### src/rtl/csr_consts.vh
// Purpose: Shared constants of the cassette serial inline router
// Assumes: 50 MHz system clock
// Notes: Register offsets are byte addresses on a 32-bit Avalon-MM slave
`ifndef CSR_CONSTS_VH
`define CSR_CONSTS_VH

// ----------------------------------------------------------------
// Register map
// ----------------------------------------------------------------
`define CSR_OFF_CTRL 4'h0
`define CSR_OFF_STATUS 4'h4
`define CSR_OFF_ACTIVITY 4'h8

// CTRL fields
`define CSR_CTRL_LOCAL 0
`define CSR_CTRL_INVERT 1
`define CSR_CTRL_REC_SET 2
`define CSR_CTRL_REC_CLR 3
`define CSR_CTRL_RD_SET 4
`define CSR_CTRL_RD_CLR 5
`define CSR_CTRL_RESET 2'h0

// STATUS fields
`define CSR_ST_REC 0
`define CSR_ST_RD 1
`define CSR_ST_REC_ACT 2
`define CSR_ST_RD_ACT 3
`define CSR_ST_CARRIER 4
`define CSR_ST_LOCAL 5

// ----------------------------------------------------------------
// Timing
// ----------------------------------------------------------------
`define CSR_CLK_HZ 50000000
`define CSR_ACT_HOLD_MS 20
`define CSR_ACT_HOLD_CYC ((`CSR_CLK_HZ / 1000) * `CSR_ACT_HOLD_MS)
`define CSR_BAUD 300
`define CSR_OVERSAMPLE 16
`define CSR_FIFO_DEPTH 8

`endif

### src/rtl/csr_fifo.v
// Purpose: Small valid/ready FIFO for tape bits toward the host, or toward the terminal in local mode
// Assumes: Single clock, synchronous reset
// Notes: Depth must be a power of two
`timescale 1ns/10ps

module csr_fifo #(
    parameter WIDTH = 1,
    parameter DEPTH = 8,
    parameter AW = 3
) (
    // Clock and reset
    input wire clock,
    input wire rst,
    // Fill side
    input wire in_valid,
    output wire in_ready,
    input wire [WIDTH-1:0] in_data,
    // Drain side
    output wire out_valid,
    input wire out_ready,
    output wire [WIDTH-1:0] out_data
);

reg [WIDTH-1:0] mem [0:DEPTH-1];
reg [AW:0] wr_ptr;
reg [AW:0] rd_ptr;
wire [AW:0] level;

assign level = wr_ptr - rd_ptr;
assign in_ready = (level != DEPTH[AW:0]);
assign out_valid = (level != {(AW+1){1'b0}});
assign out_data = mem[rd_ptr[AW-1:0]];

// Pointer and storage update
always @(posedge clock) begin
    if (rst) begin
        wr_ptr <= {(AW+1){1'b0}};
        rd_ptr <= {(AW+1){1'b0}};
    end else begin
        if (in_valid && in_ready) begin
            mem[wr_ptr[AW-1:0]] <= in_data;
            wr_ptr <= wr_ptr + 1'b1;
        end
        if (out_valid && out_ready)
            rd_ptr <= rd_ptr + 1'b1;
    end
end

endmodule // csr_fifo

### src/rtl/csr_router.v
// Purpose: Inline router between host and terminal serial lines with tape copy and injection
// Assumes: Terminal 16X baud clock and command strobes arrive asynchronously
// Notes: Tones are made and detected outside; this block sees logic-level bit streams
`timescale 1ns/10ps
`include "csr_consts.vh"

module csr_router #(
    parameter ACT_HOLD = `CSR_ACT_HOLD_CYC,
    parameter FIFO_DEPTH = `CSR_FIFO_DEPTH,
    parameter FIFO_AW = 3
) (
    // Clock and reset
    input wire clock,
    input wire rst,
    // Avalon-MM slave
    input wire [3:0] avs_address,
    input wire avs_read,
    input wire avs_write,
    input wire [31:0] avs_writedata,
    output reg [31:0] avs_readdata,
    output reg avs_waitrequest,
    // Host serial port
    input wire host_txd,
    output reg host_rxd,
    // Terminal serial port
    input wire term_txd,
    output reg term_rxd,
    input wire term_clk16,
    // Terminal command strobes
    input wire cmd_read_on,
    input wire cmd_read_off,
    input wire cmd_rec_on,
    input wire cmd_rec_off,
    input wire cmd_invert_n,
    // Front panel
    input wire sw_local,
    input wire sw_rec_set,
    input wire sw_rec_clr,
    // Tape side
    output reg tape_out,
    input wire tape_in,
    input wire tape_carrier,
    // Indicators
    output reg led_rec_status,
    output reg led_rec_act,
    output reg led_rd_status,
    output reg led_rd_act
);

// ----------------------------------------------------------------
// Input synchronisers
// ----------------------------------------------------------------
// Every serial, tape, strobe and switch pin crosses from a foreign clock, so each one gets three flops.
// Presetting the chain to mark keeps the lines idle while reset is high,
// which is also the inactive level of the default low-going strobes.
// Bit 0 is a spare tied high so the vector stays a round number.
localparam NSYNC = 14;
wire [NSYNC-1:0] raw_in;
reg [NSYNC-1:0] sync1;
reg [NSYNC-1:0] sync2;
reg [NSYNC-1:0] sync3;
reg [NSYNC-1:0] clean;

assign raw_in = {sw_rec_clr, sw_rec_set, sw_local, cmd_invert_n, cmd_rec_off, cmd_rec_on,
                 cmd_read_off, cmd_read_on, tape_carrier, tape_in, term_clk16, term_txd,
                 host_txd, 1'b1};

// A change counts once the last two stages agree; filters one-edge glitches
always @(posedge clock) begin
    if (rst) begin
        sync1 <= {NSYNC{1'b1}};
        sync2 <= {NSYNC{1'b1}};
        sync3 <= {NSYNC{1'b1}};
        clean <= {NSYNC{1'b1}};
    end else begin
        sync1 <= raw_in;
        sync2 <= sync1;
        sync3 <= sync2;
        clean <= (sync2 & sync3) | (clean & (sync2 | sync3));
    end
end

wire s_host_txd = clean[1];
wire s_term_txd = clean[2];
wire s_clk16 = clean[3];
wire s_tape_in = clean[4];
wire s_carrier = clean[5];
wire s_local = clean[11];
wire s_sw_set = clean[12];
wire s_sw_clr = clean[13];

// ----------------------------------------------------------------
// Command strobe decode
// ----------------------------------------------------------------
// Strobes are active low unless invert input is grounded
wire pol_high = ~clean[10];
wire [3:0] cmd_act = pol_high ? clean[9:6] : ~clean[9:6];
reg [3:0] cmd_prev;
wire [3:0] cmd_rise = cmd_act & ~cmd_prev;

// Strobes last 1 to 1000 us, far longer than a clock, so a plain edge
// detector sees each one exactly once; width is not policed here.
// Switch edges, not levels, move the record latch so a switch left up
// does not fight the terminal's record-off command.
// Edge detectors preset to mark to match the preset synchronisers,
// otherwise the first edge after reset would look like a switch flip.
// Front-panel switch edges
reg sw_set_prev;
reg sw_clr_prev;
wire sw_set_rise = s_sw_set & ~sw_set_prev;
wire sw_clr_rise = s_sw_clr & ~sw_clr_prev;

// ----------------------------------------------------------------
// Software control register
// ----------------------------------------------------------------
reg ctrl_local;
reg ctrl_invert_unused;
reg sw_rec_set_p;
reg sw_rec_clr_p;
reg sw_rd_set_p;
reg sw_rd_clr_p;
// Register writes produce one-cycle pulses for the latch set/clear bits;
// only the local bit and the spare bit are stored and read back.
// A write and a read are never both high, so one decode serves both.
// Unmapped offsets read zero and ignore writes.
wire bus_wr = avs_write && !avs_waitrequest;
wire bus_rd = avs_read && !avs_waitrequest;

// Writes take effect on the edge that sees waitrequest low
always @(posedge clock) begin
    if (rst) begin
        ctrl_local <= 1'b0;
        ctrl_invert_unused <= 1'b0;
        sw_rec_set_p <= 1'b0;
        sw_rec_clr_p <= 1'b0;
        sw_rd_set_p <= 1'b0;
        sw_rd_clr_p <= 1'b0;
    end else begin
        sw_rec_set_p <= 1'b0;
        sw_rec_clr_p <= 1'b0;
        sw_rd_set_p <= 1'b0;
        sw_rd_clr_p <= 1'b0;
        if (bus_wr && avs_address == `CSR_OFF_CTRL) begin
            ctrl_local <= avs_writedata[`CSR_CTRL_LOCAL];
            ctrl_invert_unused <= avs_writedata[`CSR_CTRL_INVERT];
            sw_rec_set_p <= avs_writedata[`CSR_CTRL_REC_SET];
            sw_rec_clr_p <= avs_writedata[`CSR_CTRL_REC_CLR];
            sw_rd_set_p <= avs_writedata[`CSR_CTRL_RD_SET];
            sw_rd_clr_p <= avs_writedata[`CSR_CTRL_RD_CLR];
        end
    end
end

// Local mode from the panel switch or from software
wire local_mode = s_local | ctrl_local;

// ----------------------------------------------------------------
// Status latches
// ----------------------------------------------------------------
reg rec_latch;
reg rd_latch;
wire rec_set = cmd_rise[2] | sw_set_rise | sw_rec_set_p;
wire rec_clr = cmd_rise[3] | sw_clr_rise | sw_rec_clr_p;
wire rd_set = cmd_rise[0] | sw_rd_set_p;
wire rd_clr = cmd_rise[1] | sw_rd_clr_p;

// The terminal can send record-on and record-off in quick succession;
// giving set priority means a racing pair leaves the latch on, which
// costs some tape but never loses data the host meant to keep.
// Set wins over a clear in the same cycle so a set is never lost
always @(posedge clock) begin
    if (rst) begin
        cmd_prev <= 4'h0;
        sw_set_prev <= 1'b1;
        sw_clr_prev <= 1'b1;
        rec_latch <= 1'b0;
        rd_latch <= 1'b0;
    end else begin
        cmd_prev <= cmd_act;
        sw_set_prev <= s_sw_set;
        sw_clr_prev <= s_sw_clr;
        if (rec_set)
            rec_latch <= 1'b1;
        else if (rec_clr)
            rec_latch <= 1'b0;
        if (rd_set)
            rd_latch <= 1'b1;
        else if (rd_clr)
            rd_latch <= 1'b0;
    end
end

// ----------------------------------------------------------------
// Tape bit path through FIFO, paced by the 16X clock
// ----------------------------------------------------------------
// Tape data enters only with read latch on and carrier present
wire tape_gate = rd_latch & s_carrier;
// The 16X clock is sampled like any pin, so it must stay well below
// half the system clock; at a few kilohertz the margin is enormous.
// Edge detector preset to match the synchroniser's mark preset.
reg clk16_prev;
wire clk16_rise = s_clk16 & ~clk16_prev;
reg [3:0] div16;
wire bit_tick = clk16_rise && div16 == 4'hf;
wire fifo_in_ready;
wire fifo_out_valid;
wire fifo_out_data;
reg drain_tick;

// Samples tape at 16X rate; a sample refused by a full FIFO is dropped, not held
always @(posedge clock) begin
    if (rst) begin
        clk16_prev <= 1'b1;
        div16 <= 4'h0;
        drain_tick <= 1'b0;
    end else begin
        clk16_prev <= s_clk16;
        drain_tick <= clk16_rise;
        if (clk16_rise)
            div16 <= div16 + 4'h1;
    end
end

// The FIFO only smooths the one-cycle skew between fill and drain;
// it cannot overflow since both sides run on the same 16X edge.
csr_fifo #(
    .WIDTH(1),
    .DEPTH(FIFO_DEPTH),
    .AW(FIFO_AW)
) u_fifo (
    .clock(clock),
    .rst(rst),
    .in_valid(tape_gate && clk16_rise),
    .in_ready(fifo_in_ready),
    .in_data(s_tape_in),
    .out_valid(fifo_out_valid),
    .out_ready(drain_tick),
    .out_data(fifo_out_data)
);

// Held tape bit, idle mark while the read gate is closed; holds last bit when nothing is queued
reg tape_bit;
always @(posedge clock) begin
    if (rst)
        tape_bit <= 1'b1;
    else if (!tape_gate)
        tape_bit <= 1'b1;
    else if (fifo_out_valid && drain_tick)
        tape_bit <= fifo_out_data;
end

// ----------------------------------------------------------------
// Activity stretchers
// ----------------------------------------------------------------
// Counter width fits the default hold of one million cycles;
// a longer hold needs a wider counter.
localparam CW = 20;
reg [CW-1:0] rec_cnt;
reg [CW-1:0] rd_cnt;
wire line_space = local_mode ? ~s_term_txd : (~s_term_txd | ~s_host_txd);

// Space bits retrigger a hold so the light visibly flickers
always @(posedge clock) begin
    if (rst) begin
        rec_cnt <= {CW{1'b0}};
        rd_cnt <= {CW{1'b0}};
    end else begin
        if (rec_latch && line_space)
            rec_cnt <= ACT_HOLD[CW-1:0];
        else if (!rec_latch)
            rec_cnt <= {CW{1'b0}};
        else if (rec_cnt != {CW{1'b0}})
            rec_cnt <= rec_cnt - 1'b1;
        if (tape_gate && !tape_bit)
            rd_cnt <= ACT_HOLD[CW-1:0];
        else if (!tape_gate)
            rd_cnt <= {CW{1'b0}};
        else if (rd_cnt != {CW{1'b0}})
            rd_cnt <= rd_cnt - 1'b1;
    end
end

// ----------------------------------------------------------------
// Routing and outputs
// ----------------------------------------------------------------
// Read data is decoded from live state and registered during the
// wait cycle, so it is stable when waitrequest drops.
reg [31:0] next_readdata;
always @* begin
    next_readdata = 32'h0;
    case (avs_address)
        `CSR_OFF_CTRL: next_readdata = {30'h0, ctrl_invert_unused, ctrl_local};
        `CSR_OFF_STATUS: next_readdata = {26'h0, local_mode, s_carrier, led_rd_act,
                                          led_rec_act, rd_latch, rec_latch};
        `CSR_OFF_ACTIVITY: next_readdata = {31'h0, fifo_in_ready};
        default: next_readdata = 32'h0;
    endcase
end

// All outputs are registered so the pins never glitch while the
// routing mux changes between local and remote mode.
// Host in remote mode, or display in local mode, sees tape bits ANDed in: a space from either side
// wins, matching how two open-collector line drivers would combine.
// One wait cycle per access, then one ready cycle
always @(posedge clock) begin
    if (rst) begin
        avs_waitrequest <= 1'b1;
        avs_readdata <= 32'h0;
        host_rxd <= 1'b1;
        term_rxd <= 1'b1;
        tape_out <= 1'b1;
        led_rec_status <= 1'b0;
        led_rec_act <= 1'b0;
        led_rd_status <= 1'b0;
        led_rd_act <= 1'b0;
    end else begin
        avs_waitrequest <= !((avs_read || avs_write) && avs_waitrequest);
        if (avs_read && avs_waitrequest)
            avs_readdata <= next_readdata;
        if (local_mode) begin
            host_rxd <= 1'b1;
            term_rxd <= s_term_txd & tape_bit;
        end else begin
            host_rxd <= s_term_txd & tape_bit;
            term_rxd <= s_host_txd;
        end
        // Line traffic copied only while record latch set
        tape_out <= rec_latch ? (local_mode ? s_term_txd : (s_term_txd & s_host_txd)) : 1'b1;
        led_rec_status <= rec_latch;
        led_rd_status <= rd_latch;
        led_rec_act <= rec_cnt != {CW{1'b0}};
        led_rd_act <= rd_cnt != {CW{1'b0}};
    end
end

endmodule // csr_router

### config.mk
export PLATFORM = sky130hd
export DESIGN_NAME = csr_router
export DESIGN_NICKNAME = d
export VERILOG_FILES = /design/src/rtl/csr_fifo.v /design/src/rtl/csr_router.v
export VERILOG_INCLUDE_DIRS = /design/src /design/src/rtl
export SDC_FILE = /design/constraint.sdc
export NUM_CORES = 1
export LEC_CHECK = 0
export BUFFER_PORTS_ARGS = -buffer_cell sky130_fd_sc_hd__buf_2
export CAP_MARGIN = 10
export CORE_MARGIN = 3
export CORE_UTILIZATION = 40
export CTS_CLUSTER_DIAMETER = 50
export DETAILED_ROUTE_END_ITERATION = 8
export GPL_ROUTABILITY_DRIVEN = 1
export PLACE_DENSITY = 0.7
export RECOVER_POWER = 100
export SLEW_MARGIN = 20
export SYNTH_ARGS = -nofsm -noshare
export SYNTH_HDL_FRONTEND = slang
export SYNTH_HIERARCHICAL = 1
export SYNTH_SLANG_ARGS = --single-unit
### constraint.sdc
create_clock -name clock -period 2.82 [get_ports clock]
set_input_delay 0.423 -clock clock [delete_from_list [all_inputs] [get_ports clock]]
set_output_delay 0.423 -clock clock [all_outputs]
set_load 0.005 [all_outputs]
## After elaboration in Yosys (flattened, before gate mapping)

Memory sizes are Yosys's and may differ from the RTL's. A register that Yosys moved wholly into a read port is not among the register bits.
Cells that the tools add are included.

| cells by class | value |
|---|---|
| bitwise gates (word level) | 29 |
| equality and inequality tests | 5 |
| add/sub/neg operators | 5 |
| muxes and demuxes | 18 |
| reduce and logical (&&, ||, !) cells | 25 |

Operators with widths:

| operator | count |
|---|---|
| $mux 20 | 6 |
| $reduce_bool 20->1 | 2 |
| $sub 20x1->20 const B | 2 |
| $and 14x14->14 | 2 |
| $or 14x14->14 | 2 |
| $pmux 6 s3 | 1 |
| $mux 1 | 10 |
| $logic_and 1x1->1 | 9 |
| $add 4x1->4 const B | 2 |
| $not 1->1 | 8 |
| $not 4->4 | 2 |
| $or 1x1->1 | 8 |
| $reduce_or 2->1 | 4 |
| $and 1x1->1 | 6 |
| $ne 3x1->1 const B | 2 |
| $reduce_or 3->1 | 2 |
| $and 4x4->4 | 1 |
| $eq 4x3->1 const B | 1 |
| $eq 4x4->1 const B | 1 |
| $logic_not 4->1 | 1 |
| $mux 4 | 1 |
| $ne 4x4->1 const B | 1 |
| $reduce_bool 2->1 | 2 |
| $reduce_bool 4->1 | 1 |
| other kinds (3) | 5 |

| word-level totals | value |
|---|---|
| memories | 1 |
| memory bits (writable) | 8 |
| logic and storage cells | 116 |
| output and inout port bits | 40 |
| bits in registers | 160 |

Memory list:

| name | depth | bits a word | rd ports | clocked after Yosys merged registers in | wr ports | RTL line | text |
|---|---|---|---|---|---|---|---|
| u_fifo.mem | 8 | 1 | 1 | 1 | 1 | csr_fifo.v:24 | `reg [WIDTH-1:0] mem [0:DEPTH-1];` |

## Longest topological paths before layout

Gate-level depths: netlist of the first run.

| logic depth | value |
|---|---|
| depth in word-level cells | 7 |
| depth in mapped cells | 11 |

## Cells and area by module

Netlist of the first run, hierarchy kept.

By module, submodules not included:

| module | cells each | area each (um^2) | instances |
|---|---|---|---|
| csr_router | 533 | 4911.0 | 1 |
| csr_fifo | 108 | 1063.5 | 1 |

## Worst setup path after synthesis of the first run

OpenSTA, ideal clock, no wires.

| path | value |
|---|---|
| path type | reg2reg |
| from | register u_fifo.wr_ptr[1] |
| to | register avs_readdata[0] |
| setup slack | 0.545 ns |
| path buffers | 1 |
| stages on the path, launching flop included | 11 |
| arrival time | 2.145 ns |
| cell sequence | dfxtp_1 -> ha_1 -> and3b_1 -> or3_1 -> a211oi_1 -> buf_2 -> inv_1 -> mux2i_1 -> o22a_1 -> or4_1 -> a21oi_1 |

| on the way | value |
|---|---|
| word-level cells in the longest chain between the ends | 3 |

RTL lines:

| item | RTL line | text |
|---|---|---|
| start, declared | csr_fifo.v:25 | `reg [AW:0] wr_ptr;` |
| start signal, assigned | csr_fifo.v:37 | `wr_ptr <= {(AW+1){1'b0}};` |
| start signal, assigned | csr_fifo.v:42 | `wr_ptr <= wr_ptr + 1'b1;` |
| $sub 4x4->4 | csr_fifo.v:29 | `assign level = wr_ptr - rd_ptr;` |
| $ne 4x4->1 | csr_fifo.v:30 | `assign in_ready = (level != DEPTH[AW:0]);` |
| net fifo_in_ready | csr_router.v:205 | `wire fifo_in_ready;` |
| $pmux 6 s3 | csr_router.v:291 | `case (avs_address)` |
| end signal, assigned | csr_router.v:319 | `avs_readdata <= next_readdata;` |
| end, declared | csr_router.v:20 | `output reg [31:0] avs_readdata,` |

The timed path passes the listed nets, and every way through them passes these cells.
A chain may end at the register's enable or synchronous reset.

## Final worst setup path of the first run

Ends and elaborated chain as after synthesis.

==> flow_summary.rst, run 1 <==
.. list-table::
   :header-rows: 1

   * - Metric
     - Value
   * - Run status
     - finished clean
   * - Number of top-level pins
     - 93
   * - Placeable core region
     - 14600 um2
   * - Number of max-capacitance violations reported
     - 0
   * - RePlAce Congestion
     - 0.818
   * - Internal
     - 0.00332 W
   * - Final nets
     - 743
   * - Number of buffers added on ports
     - 40
   * - Vias
     - 4665
   * - Count of unique library cells instantiated by Yosys
     - 63
   * - Highest ir drop seen on vdd
     - 0.357 mV
   * - Clk Latency, worst-skew pair
     - 0.42 ns
   * - Synthesized area divided by synthesized cell count
     - 9.32 um2
   * - First-pass GRT wire length
     - 20900 um
   * - Layout filler cell count
     - 1364
   * - Critical-path maximum fanout
     - 9
   * - Data arrival, critical path
     - 2.86 ns
   * - Share of Yosys cell area claimed by the top area cell type
     - 44.9%
   * - Initial detailed-routing violation count
     - roughly 220
   * - Worst Clk Skew
     - between 0.009 and 0.01 ns
   * - Post CTS Setup Buffer Count
     - 0
   * - Critical-path cell list
     - ha_1 > and3b_1 > or3_1 > a211oi_1 > inv_1 > mux2i_1 > o22a_1 > or4_1 > a21oi_1
   * - Leakage power
     - 2.71 nW
   * - Starting density of the core
     - 41.0%
   * - Final Cycle Share
     - 92.8%
   * - Switching portion of total power
     - 24.0%
   * - Seq. cell area
     - about 3000 um2
   * - Drt total wl
     - 12400 um
   * - Shortest clock period the worst path allows after layout
     - ~2.6 ns
   * - Horizontal die dimension
     - approximately 130 um
   * - Number of antenna violations at the first check in global routing
     - 0
   * - Clk pin slew, worst setup/hold paths
     - 0.06 ns
   * - Footprint of the multi-input gates
     - 2750 um2
   * - Hold Path Class
     - in -> reg
   * - Pin count of the biggest net entering global routing
     - 48
   * - RSZ-0062 raised after global routing
     - no
   * - Async set or reset register ratio after synthesis
     - 0%
   * - Most used DFF post-synth
     - sky130_fd_sc_hd__dfxtp_1
   * - Total iterations of the first detailed-routing run
     - 7
   * - Via count normalized by instance count
     - about 5.3
   * - Number of buffers created by CTS
     - 17
   * - Number of sinks driven by the clock tree
     - 142
   * - Avg WL per Cell
     - approximately 14 um
   * - Net switching power
     - 0.00105 W
   * - Fraction of layout cells with a size suffix above 1
     - 18.5%
   * - Setup_tns
     - 0 ns
   * - Kind of end point of the critical path
     - flip-flop
   * - Cell Area, Synth
     - 5970 um2
   * - Maximum frequency from static timing analysis
     - 382 MHz
   * - Total DRC errors in the routed layout
     - 0
   * - Data required time at the worst endpoint
     - roughly 3 ns
   * - CTS Root Cell
     - sky130_fd_sc_hd__clkbuf_16
   * - Number of inserted diodes
     - 0
   * - HPWL after DPL
     - 8740 um
   * - Synth area leaders
     - sky130_fd_sc_hd__dfxtp_1, sky130_fd_sc_hd__or2_2, sky130_fd_sc_hd__edfxtp_1
   * - Vias in the first global route
     - 4466
   * - Count of synthesis-stage warnings from yosys
     - 6
   * - Final Max Slew Viols
     - 0
   * - Synth area leader
     - sky130_fd_sc_hd__dfxtp_1
   * - Count of standard-cell rows
     - 44
   * - Sequential cell area fraction in the yosys report
     - about half
   * - Total power density per cell area
     - 643 nW/um2
   * - Total global routing track utilization
     - 15.6%
   * - Critical path start-end classification
     - reg -> reg
   * - EDFF count, synth
     - 8
   * - Chip height
     - 128 um
   * - Critical path startpoint category
     - flip-flop
   * - Clock share of power
     - 48.4%
   * - Die ar.
     - 16400 um2
   * - Number of hold-slack violations in the final timing report
     - 0
   * - Antenna-violating nets left
     - 0
   * - Share of total power in combinational logic
     - 4.1%
   * - Peak per-stage delay on the critical path
     - 0.51 ns
   * - Overflow after GRT
     - 0
   * - Post-synthesis register bit count
     - 142
   * - Clock tree from TritonCTS
     - built
   * - Reg2Reg Setup Slack
     - 0.20 ns
   * - Count of mapped cells out of synthesis
     - 641
   * - Cell type of the slowest stage on the worst timing path
     - sky130_fd_sc_hd__dfxtp_1
   * - Number of cells upsized or downsized after cts
     - 0
   * - Headroom to the max-slew limit
     - 17.1%
   * - Number of setup violations in the final report
     - 0
   * - Count of hold-fix buffers inserted at cts
     - 0
   * - Share of power burned in registers
     - 47.5%
   * - Worst Max-Slew Pin Slew
     - 1.24 ns
   * - Synth-to-layout area growth
     - 13.6%
   * - Power consumption
     - around 0.0044 W
   * - CTS H-Tree Depth
     - 4
   * - Maximum number of buffers from clock root to sink
     - 2
## synthesized netlist by cell type, types with 3 or more instances
cell type,number
sky130_fd_sc_hd__nor4b_1,3
sky130_fd_sc_hd__edfxtp_1,8
sky130_fd_sc_hd__dfxtp_1,134
sky130_fd_sc_hd__o31ai_1,8
sky130_fd_sc_hd__mux2i_1,16
sky130_fd_sc_hd__nor2b_1,5
sky130_fd_sc_hd__a2111oi_0,3
sky130_fd_sc_hd__or2_2,50
sky130_fd_sc_hd__nand2_1,37
sky130_fd_sc_hd__nand3_1,11
sky130_fd_sc_hd__or3_1,18
sky130_fd_sc_hd__nand4b_1,3
sky130_fd_sc_hd__a21o_1,3
sky130_fd_sc_hd__o21ai_0,28
sky130_fd_sc_hd__a22oi_1,3
sky130_fd_sc_hd__xor2_1,4
sky130_fd_sc_hd__or4_1,12
sky130_fd_sc_hd__and3_1,3
sky130_fd_sc_hd__o211ai_1,5
sky130_fd_sc_hd__nand4_1,11
sky130_fd_sc_hd__nand2b_1,4
sky130_fd_sc_hd__ha_1,7
sky130_fd_sc_hd__nor3_1,17
sky130_fd_sc_hd__a211oi_1,5
sky130_fd_sc_hd__a31oi_1,8
sky130_fd_sc_hd__o311a_1,3
sky130_fd_sc_hd__and3b_1,3
sky130_fd_sc_hd__nor2_1,56
sky130_fd_sc_hd__and2_1,6
sky130_fd_sc_hd__o22ai_1,4
sky130_fd_sc_hd__nor4_1,6
sky130_fd_sc_hd__xnor2_1,6
sky130_fd_sc_hd__inv_1,18
sky130_fd_sc_hd__clkbuf_1,23
sky130_fd_sc_hd__buf_4,26
sky130_fd_sc_hd__a21oi_1,40
sky130_fd_sc_hd__and4_1,4
sky130_fd_sc_hd__nor3b_1,3
sky130_fd_sc_hd__mux2_2,5
sky130_fd_sc_hd__nand3b_1,3
## worst max-delay path, delay by kind of cell, from the launching register on
kind / cells / cell delay [ns]
AND/OR/NAND/NOR: 3 / 0.70
flip-flops: 1 / 0.51
adder cells (fa/ha/maj): 1 / 0.30
multiplexers: 1 / 0.15
AO/OA/AOI/OAI: 3 / 0.71
buffers and inverters: 1 / 0.08
## final timing paths
| kind | startpoint | end | cells after the start |
|---|---|---|---|
| setup / recovery | u_fifo/wr_ptr[1]$_SDFFE_PP0P_ | avs_readdata[0]$_SDFFE_PP0P_ | 9 |
| hold / removal | sw_local | sync1[11]$_SDFF_PP1_ | 2 |
| setup reg to reg | u_fifo/wr_ptr[1]$_SDFFE_PP0P_ | avs_readdata[0]$_SDFFE_PP0P_ | 9 |
| hold reg to reg | sync1[9]$_SDFF_PP1_ | sync2[9]$_SDFF_PP1_ | 1 |
## registers in the layout (all words and copies together), names as in the netlist, 4 cells and up, named ones only
signal	flops
rd_cnt	20
rec_cnt	20
clean	13
sync1	13
sync2	13
sync3	13
u_fifo/mem	8
avs_readdata	6
cmd_prev	4
u_fifo/rd_ptr	4
u_fifo/wr_ptr	4
## final cells by class
type / instances / share of cell area [%]
clock buffer: 19 / 6.52
clock inverter: 13 / 1.71
inverter: 18 / 0.995
multi-input combinational: 453 / 40.5
sequential: 142 / 43.1
tap: 184 / 3.39
timing repair buffer: 51 / 3.78
## per-stage QoR
step	cells	setup slack (ns)	hold WS [ns]	area (um2)	util, %
5_1_grt	880	0.0682	0.174	6790	46.5
2_1_floorplan	666	0.545	0.389	6070	-
3_3_place_gp	848	0.382	0.391	6270	43.0
4_1_cts	880	0.292	0.169	6830	46.8
6_report	880	0.202	0.182	6790	46.5
3_5_place_dp	848	0.311	0.392	6270	43.0
## layout by cell type (no fill, tap or decap), types with 7 or more instances in the layout
cell and count:
sky130_fd_sc_hd__edfxtp_1 8, sky130_fd_sc_hd__buf_4 7, sky130_fd_sc_hd__nor4_1 7, sky130_fd_sc_hd__a31oi_1 8, sky130_fd_sc_hd__inv_1 18, sky130_fd_sc_hd__inv_6 7
sky130_fd_sc_hd__buf_2 31, sky130_fd_sc_hd__nor2_1 56, sky130_fd_sc_hd__conb_1 26, sky130_fd_sc_hd__o31ai_1 8, sky130_fd_sc_hd__nand2_1 37, sky130_fd_sc_hd__clkbuf_16 17
sky130_fd_sc_hd__o21ai_0 29, sky130_fd_sc_hd__ha_1 7, sky130_fd_sc_hd__or4_1 12, sky130_fd_sc_hd__or3_1 18, sky130_fd_sc_hd__mux2i_1 16, sky130_fd_sc_hd__dfxtp_1 134
sky130_fd_sc_hd__or2_2 50, sky130_fd_sc_hd__nand4_1 11, sky130_fd_sc_hd__nor3_1 17, sky130_fd_sc_hd__nand3_1 11, sky130_fd_sc_hd__clkbuf_1 14, sky130_fd_sc_hd__a21oi_1 40
## power groups by stage
stage	clock network [W]	registers (W)	logic, W
global route	0.00225	0.00208	0.000196
floorplan	0	0.00211	0.000159
detailed placement	0	0.00212	0.000181
CTS	0.00215	0.00207	0.000182
finish	0.00211	0.00207	0.000177
global placement	0	0.00212	0.000174
## kinds of logic after synthesis
logic type	after synthesis	synth area share (%)
xor+xnor	10	1.47
other cells	1	0.0628
buf+inv	71	6.26
flops	142	48.9
compound gates	127	13.5
mux	23	4.38
simple gates	260	23.9
fa+ha+maj	7	1.47
## layer usage
metal	wire [um]	GRT usage [%]	part of all wire, %	vias to the layer above
met5	0	0	0	-
li1	-	-	-	2331
met2	5900	25.3	48	121
met1	5640	19.9	46	2190
met3	601	3.96	4.8	23
met4	250	6.37	2.0	0
(Power assumes the default switching activity.)
==> inputs of run 2 (changes only) <==
- CORE_ASPECT_RATIO: not set -> 1.75
==> run 2 against run 1 <==
Against the previous run: clock skew rose by 0.00077 ns; via count rose by 2.5%; critical path type unchanged; global-route usage hardly changed; largest power group unchanged; die area increased by 0.35%; critical endpoint is now u_fifo/rd_ptr[2]$_SDFFE_PP0P_.
==> flow_summary.rst, run 2 (synthesized netlist as in run 1, its figures left out) <==
.. list-table::
   :header-rows: 1

   * - Metric
     - Value
   * - Run status
     - finished clean
   * - Min-Delay Startpoint
     - cmd_read_off
   * - Count of standard-cell rows
     - 58 (+32%)
   * - Post-placement worst setup slack
     - 0.321 ns (+0.00934 ns)
   * - Number of inserted diodes
     - 0 (unchanged)
   * - Number of setup violations in the final report
     - 0 (unchanged)
   * - Worst Max-Slew Pin Slew
     - 1.10 ns (-0.143 ns)
   * - Total global routing track utilization
     - 15.6% (+0.016 points)
   * - Avg WL per Cell
     - 14.6 um (+3.4%)
   * - Setup_tns
     - 0 ns (unchanged)
   * - Chip height
     - 168 um (+31%)
   * - Number of antenna violations at the first check in global routing
     - 0 (unchanged)
   * - Maximum number of buffers from clock root to sink
     - 2 (unchanged)
   * - Highest ir drop seen on vdd
     - 0.499 mV (+40%)
   * - CTS H-Tree Depth
     - 4 (unchanged)
   * - Number of hold-slack violations in the final timing report
     - 0 (unchanged)
   * - Layout filler cell count
     - 1393 (+2.1%)
   * - Critical-path maximum fanout
     - 9 (unchanged)
   * - Horizontal die dimension
     - 98.4 um (-23%)
   * - Number of max-capacitance violations reported
     - 0 (unchanged)
   * - Total iterations of the first detailed-routing run
     - 4 (-3)
   * - Clock tree from TritonCTS
     - built
   * - Number of buffers added on ports
     - 40 (unchanged)
   * - First-pass GRT wire length
     - 21300 um (+1.6%)
   * - Shortest clock period the worst path allows after layout
     - 2.58 ns (-0.0378 ns)
   * - Net switching power
     - 0.00115 W (+9.7%)
   * - Leakage power
     - 2.72 nW (+0.43%)
   * - Final Cycle Share
     - 91.5% (-1.3 points)
   * - Total DRC errors in the routed layout
     - 0 (unchanged)
   * - Placeable core region
     - 14500 um2 (-0.51%)
   * - Share of total power in combinational logic
     - 3.9% (-0.2 points)
   * - Placed instance area
     - 6250 um2 (-0.32%)
   * - Total power density per cell area
     - 658 nW/um2 (+2.4%)
   * - Seq. cell area
     - 2920 um2 (unchanged)
   * - Power consumption
     - 0.00449 W (+2.8%)
   * - Final nets
     - 741 (-0.27%)
   * - Data required time at the worst endpoint
     - 3.13 ns (+0.07 ns)
   * - Clk Latency, worst-skew pair
     - 0.42 ns (about the same)
   * - Number of sinks driven by the clock tree
     - 142 (unchanged)
   * - Overflow after GRT
     - 0 (unchanged)
   * - Vias in the first global route
     - 4795 (+7.4%)
   * - Reg2Reg Setup Slack
     - 0.24 ns (+0.04 ns)
   * - Number of top-level pins
     - 93 (unchanged)
   * - Switching portion of total power
     - 25.6% (+1.6 points)
   * - Commonest cells after routing, fill and taps aside
     - sky130_fd_sc_hd__dfxtp_1, sky130_fd_sc_hd__nor2_1, sky130_fd_sc_hd__or2_2, sky130_fd_sc_hd__a21oi_1, sky130_fd_sc_hd__nand2_1
   * - Number of buffers created by CTS
     - 17 (unchanged)
   * - Hold Path Class
     - in -> reg
   * - Clock share of power
     - 49.9% (+1.5 points)
   * - Kind of end point of the critical path
     - flip-flop
   * - Final Max Slew Viols
     - 0 (unchanged)
   * - Initial detailed-routing violation count
     - 221 (-0.90%)
   * - Die ar.
     - 16500 um2 (+0.35%)
   * - Share of power burned in registers
     - 46.2% (-1.3 points)
   * - Critical path start-end classification
     - reg -> reg
   * - RePlAce Congestion
     - 0.836 (+2.3%)
   * - Final worst setup slack
     - 0.240 ns (+0.0378 ns)
   * - Data arrival, critical path
     - 2.89 ns (+0.03 ns)
   * - Number of cells upsized or downsized after cts
     - 0 (unchanged)
   * - Footprint of the multi-input gates
     - 2750 um2 (-0.18%)
   * - CTS Root Cell
     - sky130_fd_sc_hd__clkbuf_16
   * - Internal
     - 0.00334 W (+0.66%)
   * - Most common library cell in the layout ignoring fill and taps
     - sky130_fd_sc_hd__dfxtp_1
   * - Via count normalized by instance count
     - 5.47 (+3.2%)
   * - Critical path startpoint category
     - flip-flop
   * - Clk pin slew, worst setup/hold paths
     - 0.07 ns (about the same)
   * - Headroom to the max-slew limit
     - 26.1% (+9.0 points)
   * - Worst Clk Skew
     - 0.00987 ns (+0.000769 ns)
   * - Drt total wl
     - 12700 um (+2.6%)
   * - Registers with the most flip-flops
     - rd_cnt x20, rec_cnt x20
   * - Fraction of layout cells with a size suffix above 1
     - 18.3% (-0.23 points)
   * - CP Launch Point
     - u_fifo/wr_ptr[1]$_SDFFE_PP0P_
   * - Starting density of the core
     - 41.2% (+0.21 points)
   * - Vias
     - 4780 (+2.5%)
   * - Synth-to-layout area growth
     - 14.1%
   * - HPWL after DPL
     - 9000 um (+3.0%)
   * - Pin count of the biggest net entering global routing
     - 37 (-23%)
   * - Antenna-violating nets left
     - 0 (unchanged)
   * - RSZ-0062 raised after global routing
     - no
   * - Fin area
     - 6820 um2 (+0.44%)
   * - Origin of the critical flop-to-flop path
     - u_fifo/wr_ptr[1]$_SDFFE_PP0P_
   * - Count of hold-fix buffers inserted at cts
     - 0 (unchanged)
   * - Maximum frequency from static timing analysis
     - 388 MHz (+1.5%)
   * - Post CTS Setup Buffer Count
     - 0 (unchanged)
-- run 2: power by group through the flow --
stage               Combinational [W]  Sequential, W  Clock, W
floorplan                    0.000159        0.00211         0
global placement             0.000175        0.00212         0
detailed placement           0.000182        0.00212         0
CTS                          0.000181        0.00207   0.00229
global route                 0.000200        0.00208   0.00238
finish                       0.000176        0.00207   0.00224
-- run 2: stage by stage --
step                      utilization, %  instances  hold WS [ns]
after floorplan                        -        666         0.389
after global placement              43.1        842         0.391
after detailed placement            43.1        842         0.393
after CTS                           47.3        874         0.152
after global routing                47.0        874         0.158
final                               47.0        874         0.172
-- run 2: worst paths after layout --
| check | to | depth (start not counted) |
|---|---|---|
| worst min-delay path | sync1[7]$_SDFF_PP1_ | 2 |
| worst max register to register | u_fifo/rd_ptr[2]$_SDFFE_PP0P_ | 6 |
| worst min register to register | sync2[4]$_SDFF_PP1_ | 1 |
| worst max-delay path | u_fifo/rd_ptr[2]$_SDFFE_PP0P_ | 6 |
-- run 2: final cells by class --
cell class | instances | share of cell area (%)
clock inverter | 15 | 2.73
inverter | 18 | 0.991
tap | 180 | 3.30
timing repair buffer | 49 | 3.58
clock buffer | 17 | 6.24
multi-input combinational | 453 | 40.3
sequential | 142 | 42.9
-- run 2: layer usage --
layer  vias to the layer above  GRT usage (%)  share of wire [%]
li1                       2327              -                  -
met1                      2270           17.0                 41
met2                       150           27.6                 52
met3                        33           3.67                4.6
met4                         0           8.44                2.9
met5                         -              0                  0
-- run 2: critical path, stage by stage (launching register included) --
cell and delay, ns:
sky130_fd_sc_hd__dfxtp_1 0.48, sky130_fd_sc_hd__ha_1 0.30, sky130_fd_sc_hd__and3b_1 0.20, sky130_fd_sc_hd__or3_1 0.39
sky130_fd_sc_hd__and2_0 0.26, sky130_fd_sc_hd__a211oi_1 0.45, sky130_fd_sc_hd__mux2_2 0.39
